<file path="src/pkg/sssp_consts.svh">
`ifndef SSSP_CONSTS_SVH
`define SSSP_CONSTS_SVH

// System clock period in ns (125 MHz).
`define SSSP_CLK_PERIOD_NS 8
// Start-up delay after enable, in ms.
`define SSSP_STARTUP_MS 15
// Overvoltage recovery delay, in ms.
`define SSSP_RECOV_MS 20
// Soft-start ramp duration, in ms.
`define SSSP_SOFTSTART_MS 25
// Cycle counts derived from the times above.
`define SSSP_STARTUP_CYC ((`SSSP_STARTUP_MS * 1000000) / `SSSP_CLK_PERIOD_NS)
`define SSSP_RECOV_CYC ((`SSSP_RECOV_MS * 1000000) / `SSSP_CLK_PERIOD_NS)
`define SSSP_SOFTSTART_CYC ((`SSSP_SOFTSTART_MS * 1000000) / `SSSP_CLK_PERIOD_NS)
// Overvoltage turn-off bound in ns; the bypass path meets it combinationally.
`define SSSP_OV_OFF_NS 100
// Timer width, enough for the longest count.
`define SSSP_CNT_W 23

`endif

</file>
<file path="src/pkg/sssp_pkg.sv">
package sssp_pkg;
  typedef enum logic [4:0] {
    SSSP_ST_OFF = 5'h01,
    SSSP_ST_STARTUP = 5'h02,
    SSSP_ST_RECOVER = 5'h04,
    SSSP_ST_RAMP = 5'h08,
    SSSP_ST_ON = 5'h10
  } sssp_state_e;
  typedef logic [22:0] sssp_cnt_t;
endpackage : sssp_pkg

</file>
<file path="src/design/sssp_sequencer.sv">
`timescale 1ns/1ns
`default_nettype none
`include "sssp_consts.svh"

// Notes on behaviour
// Below overvoltage: start-up delay, then soft-start ramp. The code gives the first turn-on after reset the recovery delay instead.
// Status low only when fully on, fault-free.
// Overvoltage in any state: status released, switch off.
// Overvoltage turn-off bypasses timers, within 100 ns.
// After overvoltage clears, wait recovery delay first.
// Enable, start-up delay, then ramp; total is sum. The code uses the recovery delay on the first enable after reset.
// Full soft-start also applied after overvoltage recovery.
// Over-temperature shuts switch, releases status until clear.
// Undervoltage lockout: switch off, status released.
// Powered and enable low: switch on, status low.
// Enable high: switch off, status released.
// Overvoltage forces switch off regardless of enable.
// System provides pull-up on the status output.
// Soft-start ramp lasts nominally 25 ms.
// Overvoltage recovery delay nominally 20 ms.
// Flags synchronised; overvoltage also forces off asynchronously.
// Fault or disable aborts; counters restart from zero.
module sssp_sequencer #(
  parameter sssp_pkg::sssp_cnt_t STARTUP_CYC = sssp_pkg::sssp_cnt_t'(`SSSP_STARTUP_CYC),
  parameter sssp_pkg::sssp_cnt_t RECOV_CYC = sssp_pkg::sssp_cnt_t'(`SSSP_RECOV_CYC),
  parameter sssp_pkg::sssp_cnt_t SOFTSTART_CYC = sssp_pkg::sssp_cnt_t'(`SSSP_SOFTSTART_CYC)
) (
  // Clock and reset
  input wire logic clk_sys,
  input wire logic srst,
  // System enable and comparator flags (asynchronous)
  input wire logic enable_n,
  input wire logic undervoltage_lockout,
  input wire logic overvoltage,
  input wire logic thermal_shutdown,
  // Switch control
  output logic charge_pump_en,
  output logic soft_start_active,
  output logic switch_on,
  output logic switch_on_fast,
  // Open-drain status: output enable low while driving low
  output logic status_o,
  output logic status_oe_n,
  // Observation
  output sssp_pkg::sssp_state_e state
);
  import sssp_pkg::*;

  logic en_n_s;
  logic undervoltage_lockout_s;
  logic ov_s;
  logic tsd_s;
  logic ov_seen_ff;
  logic nxt_ov_seen;
  logic fault;
  sssp_state_e state_ff;
  sssp_state_e nxt_state;
  sssp_cnt_t cnt_ff;
  sssp_cnt_t nxt_cnt;
  logic cp_ff;
  logic nxt_cp;
  logic ss_ff;
  logic nxt_ss;
  logic sw_ff;
  logic nxt_sw;
  logic oe_n_ff;
  logic nxt_oe_n;

  // True once a phase timer has counted its full length of cycles.
  // A limit of zero would wrap, so every timing count must be at least one.
  function automatic logic timer_done(input sssp_cnt_t count, input sssp_cnt_t limit);
    timer_done = (count >= limit - 23'h000001);
  endfunction : timer_done

  // The charge pump and the switch are driven in the ramp and fully-on phases.
  function automatic logic drives_switch(input sssp_state_e st);
    drives_switch = (st == SSSP_ST_RAMP) || (st == SSSP_ST_ON);
  endfunction : drives_switch

  sssp_sync #(.W(4)) u_sync (
    .clk_sys(clk_sys),
    .srst(srst),
    .async_in({enable_n, undervoltage_lockout, overvoltage, thermal_shutdown}),
    .rst_val(4'hf),
    .sync_out({en_n_s, undervoltage_lockout_s, ov_s, tsd_s})
  );

  assign fault = undervoltage_lockout_s | ov_s | tsd_s;

  always_comb begin
    nxt_state = state_ff;
    nxt_cnt = cnt_ff + 23'h000001;
    case (state_ff)
      SSSP_ST_OFF: begin
        nxt_cnt = '0;
        if (!fault && !en_n_s) begin
          // Returning from overvoltage uses the recovery timer instead.
          nxt_state = ov_seen_ff ? SSSP_ST_RECOVER : SSSP_ST_STARTUP;
        end
      end
      SSSP_ST_STARTUP: begin
        if (timer_done(cnt_ff, STARTUP_CYC)) begin
          nxt_state = SSSP_ST_RAMP;
          nxt_cnt = '0;
        end
      end
      SSSP_ST_RECOVER: begin
        if (timer_done(cnt_ff, RECOV_CYC)) begin
          nxt_state = SSSP_ST_RAMP;
          nxt_cnt = '0;
        end
      end
      SSSP_ST_RAMP: begin
        if (timer_done(cnt_ff, SOFTSTART_CYC)) begin
          nxt_state = SSSP_ST_ON;
          nxt_cnt = '0;
        end
      end
      SSSP_ST_ON: begin
        nxt_cnt = '0;
      end
      default: begin
        nxt_state = SSSP_ST_OFF;
        nxt_cnt = '0;
      end
    endcase
    // Any fault or disable aborts from every state and zeroes the timer.
    if (fault || en_n_s) begin
      nxt_state = SSSP_ST_OFF;
      nxt_cnt = '0;
    end
  end

  always_ff @(posedge clk_sys) begin
    if (srst) begin
      state_ff <= SSSP_ST_OFF;
      cnt_ff <= '0;
    end else begin
      state_ff <= nxt_state;
      cnt_ff <= nxt_cnt;
    end
  end

  // Remembers an overvoltage since the last exit from OFF, so that the next
  // turn-on waits the recovery delay rather than the start-up delay.
  always_comb begin
    nxt_ov_seen = ov_seen_ff | ov_s;
    if ((state_ff == SSSP_ST_OFF) && (nxt_state != SSSP_ST_OFF)) begin
      nxt_ov_seen = 1'b0;
    end
  end

  always_ff @(posedge clk_sys) begin
    if (srst) begin
      ov_seen_ff <= 1'b0;
    end else begin
      ov_seen_ff <= nxt_ov_seen;
    end
  end

  // Outputs are decoded from the next state so that they change on the same
  // edge as the state and never lag it by a cycle.
  always_comb begin
    nxt_cp = drives_switch(nxt_state);
    nxt_ss = (nxt_state == SSSP_ST_RAMP);
    nxt_sw = drives_switch(nxt_state);
    nxt_oe_n = !(nxt_state == SSSP_ST_ON);
  end

  always_ff @(posedge clk_sys) begin
    if (srst) begin
      cp_ff <= 1'b0;
      ss_ff <= 1'b0;
      sw_ff <= 1'b0;
      oe_n_ff <= 1'b1;
    end else begin
      cp_ff <= nxt_cp;
      ss_ff <= nxt_ss;
      sw_ff <= nxt_sw;
      oe_n_ff <= nxt_oe_n;
    end
  end

  // The synchroniser and switch register cost three cycles (24 ns); the raw comparator also gates
  // the gate drive so turn-off never waits on the clock.
  assign switch_on_fast = sw_ff & ~overvoltage;
  assign charge_pump_en = cp_ff;
  assign soft_start_active = ss_ff;
  assign switch_on = sw_ff;
  assign status_o = 1'b0;
  assign status_oe_n = oe_n_ff;
  assign state = state_ff;
endmodule : sssp_sequencer

`default_nettype wire

</file>
<file path="src/design/sssp_sync.sv">
`timescale 1ns/1ns
`default_nettype none

// Two-flop synchroniser for a group of independent level flags.
module sssp_sync #(
  parameter int W = 4
) (
  // Clock and reset
  input wire logic clk_sys,
  input wire logic srst,
  // Flags
  input wire logic [W-1:0] async_in,
  input wire logic [W-1:0] rst_val,
  output logic [W-1:0] sync_out
);
  logic [W-1:0] meta_ff;
  logic [W-1:0] sync_ff;

  genvar i;
  generate
    for (i = 0; i < W; i++) begin : g_bit
      always_ff @(posedge clk_sys) begin
        if (srst) begin
          meta_ff[i] <= 1'b0;
          sync_ff[i] <= 1'b0;
        end else begin
          meta_ff[i] <= async_in[i] ^ rst_val[i];
          sync_ff[i] <= meta_ff[i];
        end
      end
    end
  endgenerate

  // Flags are stored inverted against their safe value so reset lands on it.
  assign sync_out = sync_ff ^ rst_val;
endmodule : sssp_sync

`default_nettype wire

</file>
<file path="config.mk">
export PLATFORM = sky130hd
export DESIGN_NAME = sssp_sequencer
export DESIGN_NICKNAME = d
export VERILOG_FILES = /design/src/pkg/sssp_pkg.sv /design/src/design/sssp_sequencer.sv /design/src/design/sssp_sync.sv
export VERILOG_INCLUDE_DIRS = /design/src /design/src/pkg
export SDC_FILE = /design/constraint.sdc
export NUM_CORES = 1
export LEC_CHECK = 0
export BUFFER_PORTS_ARGS = -buffer_cell sky130_fd_sc_hd__buf_2
export CAP_MARGIN = 20
export CORE_MARGIN = 2
export CORE_UTILIZATION = 58
export CTS_BUF_LIST = sky130_fd_sc_hd__clkbuf_2
export DETAILED_ROUTE_END_ITERATION = 10
export GPL_TIMING_DRIVEN = 0
export PLACE_DENSITY = 0.74
export SLEW_MARGIN = 5
export SYNTH_ARGS = -nofsm -noshare
export SYNTH_HDL_FRONTEND = slang
export SYNTH_SLANG_ARGS = --single-unit
</file>
<file path="constraint.sdc">
create_clock -name clk_sys -period 4.1 [get_ports clk_sys]
set_input_delay 0.82 -clock clk_sys [delete_from_list [all_inputs] [get_ports clk_sys]]
set_output_delay 0.82 -clock clk_sys [all_outputs]
set_load 0.02 [all_outputs]
</file>
# == After elaboration in Yosys (flattened, before gate mapping) ==
# Index checks and enable logic that the tools add are counted.
# op_classes
n_mux,11
magnitude_cmp,3
n_reduce_logical,9
addsub,1
bitwise_logic,9
n_eq_ne,8
# op_table
op,count
$mux W23,3
$pmux W23 S3,1
$ge A23 B22 Y1 const B,2
$mux W5,5
$pmux W5 S5,1
$add A23 B1 Y23 const B,1
$ge A23 B21 Y1 const B,1
$eq A5 B4 Y1 const B,2
$eq A5 B5 Y1 const B,2
$eq A5 B1 Y1 const B,1
$eq A5 B2 Y1 const B,1
$eq A5 B3 Y1 const B,1
$ne A5 B1 Y1 const B,1
$not A1 Y1,4
$not A4 Y4,1
$reduce_or A2 Y1,2
$logic_not A1 Y1,3
$mux W3,1
$or A1 B1 Y1,3
$logic_and A1 B1 Y1,2
$logic_or A1 B1 Y1,2
$and A1 B1 Y1,1
# word_totals
word_cells,55
inputBits,6
out_inout_bits,11
regBits,40

# == Logic depth before layout (Yosys ltp) ==
# logic_depth
ltp_word,11
ltp_mapped,8

# == By module ==
# From an unflattened synthesis, not the netlist that was laid out.
# hier_totals
cells_unflattened,238
hier_area_um2,2039.5
# by_module_without_submodules
module,n_inst,seq_area_each_um2,area_each_um2,cells_each
sssp_sequencer,1,640.6,1769.2,214
sssp_sync,1,160.2,270.3,24

# == Least setup slack after synthesis ==
# Ideal clock, no wire load.
# synth_path
path_type,input-to-output
from,input overvoltage
to,output switch_on_fast
path_slack_ps,2156
arrival_ps,1124
n_path_buf,0
t_required_ps,3280
stages,1
path_cell_list,nor2b_1
# synth_between
elab_chain_cells,2
# synth_lines
item,line,rtl
"start, declared",sssp_sequencer.sv:34,"input wire logic overvoltage,"
$not A1 Y1 (no source line),n/a,
$and A1 B1 Y1,sssp_sequencer.sv:186,assign switch_on_fast = sw_ff & ~overvoltage;
"end, declared",sssp_sequencer.sv:40,"output logic switch_on_fast,"
# Every way passes these cells.

# == Worst setup path after layout ==
# layout_path
from,register cnt_ff[15]
to,register cnt_ff[3]
# layout_between
elab_chain_cells,3
# layout_lines
item,line,rtl
"start, declared",sssp_sequencer.sv:58,sssp_cnt_t cnt_ff;
"start signal, assigned",sssp_sequencer.sv:140,cnt_ff <= nxt_cnt;
$ge A23 B22 Y1 or $ge A23 B21 Y1 (tied branches),sssp_sequencer.sv:72,timer_done = (count >= limit - 23'h000001);
$mux W23 (on tied branches),"sssp_sequencer.sv:114, sssp_sequencer.sv:102, sssp_sequencer.sv:108",
$pmux W23 S3 (*),sssp_sequencer.sv:93,case (state_ff)
# Mark *: on every way between the ends. The rest lies on a longest branch, timed or not.
# A chain may end at the register's enable or synchronous reset.

==> qor.yml <==
detail_route.vias_per_cell: 5.543
tritoncts: "built"
first_iter_violations: 146
cts-buffers-inserted: 5
routabilityCongestion: 0.7786
status: "completed"
insertedDiodeCount: 0
synth.distinct_cells: 51
report.final.slew_viol_count: 0
maxClockFrequency_mhz: 455.6
first_global_vias: 1576
antenna_violations_before_repair: 0
site_row_count: 21
cts_resized: 0
initial_utilization_pct: 60.90
finalSetupTns_ns: 0
nFillCells: 294
placement.io_buffers: 14
end_kind: "register"
timing.max_cap.violations: 0
cts.sink_count: 40
switching_share_pct: 20.85
power.share.clock_pct: 36.1
crit_arrival_ns: 2.49
synth.yosys.warnings: 0
chipWidth_um: 63.43
detailed_route_via_count: 1624
synth.top_cell.area_share_pct: 39.10
fp.coreArea_sq_um: 3363
post-route-period-util_pct: 53.53
drc: 0
routed_wire_length_per_instance_um: 12.41
post_cts_hold_fix_bufs: 0
syn-instance-count: 224
power_leakage_nw: 0.8067
top_post_synthesis_cells_by_count: "40 x dfxtp_1, 19 x nor2_1, 19 x nor2_2"
synth_top_cells_by_area: "dfxtp_1 39%, nor2_2 5.8%, xnor2_1 4.7%"
grt_start_max_net_pins: 13
worst-endpoint-required_ns: 4.39
multi_input_area_sq_um: 1124
power_report.internal_total_uw: 504.3
power_density_nw_per_um2: 283.8
grt_remaining_overflow: 0
critical_path.max_fanout: 10
yosysMostFrequentCell: "dfxtp_1"
total_switching_power_uw: 132.9
final_hold_violations: 0
postRouteWirelength_mm: 3.637
post-cts-setup-buffers: 0
layout_min_cycle_time_ns: 2.195
rrSetupSlack_ns: 1.91
worstSkewPairLatency_ns: 0.40
areaGrowthSynthToFinish_pct: 9.591
hp-start: "u_sync.sync_ff[1]"
crit_path_start_kind: "register"
ys_seq_elements: 40
synthArstFlopShare_pct: 0
cts_buffer_depth: 2
sequential_cell_area_sq_um: 800.8
timing_worst_setup_path_type: "reg2reg"
grt_pass1_wl_mm: 6.582
io_pins: 17
min_path_type: "reg2reg"
average_footprint_of_a_synthesized_cell_sq_um: 9.144
floorplan.die_area_sq_um: 4023
irDropWorstVdd_mv: 0.2007
fin_cells: 293
detailedRoute.firstPassIterationCount: 4
part_of_the_total_power_dissipated_in_sequential_elements_pct: 62.2
seq_area_frac_synth_pct: 39.10
cts_htree_levels: 2
finish.net_count: 253
synth_flop_cell: "dfxtp_1"
timing.rr.end: "cnt_ff[3]"
worstReg2RegStart: "cnt_ff[15]"
pwr-share-comb_pct: 1.8
ant_nets: 0
synth_edf_count: 0
dp.final_hpwl_mm: 2.731
min_path_cells: 1
final.setup_skew_ns: 0.02196
syn_area_sq_um: 2048
clk_pin_slew_worst_paths_ns: 0.20
die_h_um: 63.43
timing.final.setup_violations: 0
synth_largest_area_cell: "dfxtp_1"
clock-root-buffer: "clkbuf_2"
layout-drive-gt1-share_pct: 26.72
holdPathEnd: "ov_seen_ff"
dp.cells: 285
global_route.usage.total_pct: 20.49
rsz0062_at_grt: "no"
fin_worst_hold_slack_ns: 0.4375
worst_r2r_path_depth: 8
[placed cells by master (no fill, tap or decap), types with 2 or more instances in the layout]
| master | count |
|---|---|
| a211oi_1 | 3 |
| a21o_1 | 2 |
| a21oi_1 | 7 |
| a31oi_1 | 3 |
| and3_1 | 5 |
| and4_1 | 4 |
| and4bb_2 | 2 |
| buf_2 | 20 |
| buf_4 | 4 |
| buf_6 | 4 |
| clkbuf_2 | 6 |
| conb_1 | 2 |
| dfxtp_1 | 40 |
| inv_1 | 5 |
| nand2_1 | 11 |
| nand3_1 | 6 |
| nand3b_1 | 2 |
| nand4_1 | 5 |
| nand4b_1 | 3 |
| nor2_1 | 19 |
| nor2_2 | 19 |
| nor2b_1 | 7 |
| nor3_1 | 13 |
| nor3b_1 | 2 |
| nor4_1 | 2 |
| nor4_4 | 2 |
| o211ai_1 | 2 |
| o21a_1 | 2 |
| o21ai_0 | 3 |
| o21bai_1 | 2 |
| or3_1 | 2 |
| xnor2_1 | 11 |
| xor2_1 | 6 |
[sequential cells by signal, summed over array words and instances (netlist names)]
name	cells
u_sync.sync_ff	4
cnt_ff	23
u_sync.meta_ff	4
switch_on	1
soft_start_active	1
status_oe_n	1
state	5
ov_seen_ff	1
[per-stage QoR]
step	total power [mW]	instance area, sq um	util, %	setup slack, ns
3_5_place_dp	0.4155	2180	64.81	1.991
3_3_place_gp	0.4146	2180	64.81	2.006
2_1_floorplan	0.4117	2052	-	2.156
4_1_cts	0.6440	2245	66.74	1.932
6_report	0.6371	2245	66.74	1.905
5_1_grt	0.6594	2245	66.74	1.747
[worst max path at each step]
stage	startpoint	endpoint	slack (ns)	depth (start not counted)
after CTS	cnt_ff[15]	cnt_ff[3]	1.93	8
after global routing	cnt_ff[15]	cnt_ff[3]	1.75	8
after global placement	cnt_ff[15]	cnt_ff[3]	2.01	8
after detailed placement	cnt_ff[15]	cnt_ff[3]	1.99	8
after floorplan	overvoltage	switch_on_fast	2.16	1
final	cnt_ff[15]	cnt_ff[3]	1.91	8
[layout make-up]
type                       count  share of cell area (%)
inverter                       5                  0.8361
multi-input combinational    165                   50.06
buffer                        15                   4.849
clock buffer                   6                   1.338
timing repair buffer          14                   3.122
sequential                    40                   35.67
tap                           46                   2.564
clock inverter                 2                   1.561
[cells by family (layout without fill, tap and decap cells)]
family	Yosys count	count (layout)	synth area share [%]
AOI/OAI and AO/OA	33	33	12.03
xor gates and xnor gates	17	17	7.269
adders and majority gates	1	1	0.6108
buffers and inverters	20	42	6.231
DFF	40	40	39.10
other	1	2	0.1831
and+or+nand+nor	112	112	34.57
[power by group through the flow]
stage | logic, mW | clock network [mW] | registers, mW
after floorplan | 0.00831 | 0 | 0.403
after global placement | 0.0108 | 0 | 0.404
after detailed placement | 0.0113 | 0 | 0.404
after CTS | 0.0114 | 0.236 | 0.396
after global routing | 0.0130 | 0.250 | 0.397
final | 0.0112 | 0.230 | 0.396
[critical path, stage by stage (launching register included)]
cell and delay, ns:
dfxtp_1 0.33, buf_2 0.17, nor4bb_1 0.32, nand4b_1 0.20
nor3_1 0.34, nor3_1 0.16, o31ai_4 0.30, buf_6 0.23
nor3_2 0.05
[metal layers]
layer | part of all wire [%] | wire [um] | vias to the layer above | GRT usage [%]
li1 | - | - | 834 | -
met4 | 1.5 | 53 | 0 | 6.793
met1 | 48 | 1738 | 751 | 25.76
met3 | 4.8 | 173 | 6 | 5.714
met5 | 0 | 0 | - | 0
met2 | 46 | 1672 | 33 | 33.82
Note: power is estimated with default switching activity, not from simulation.
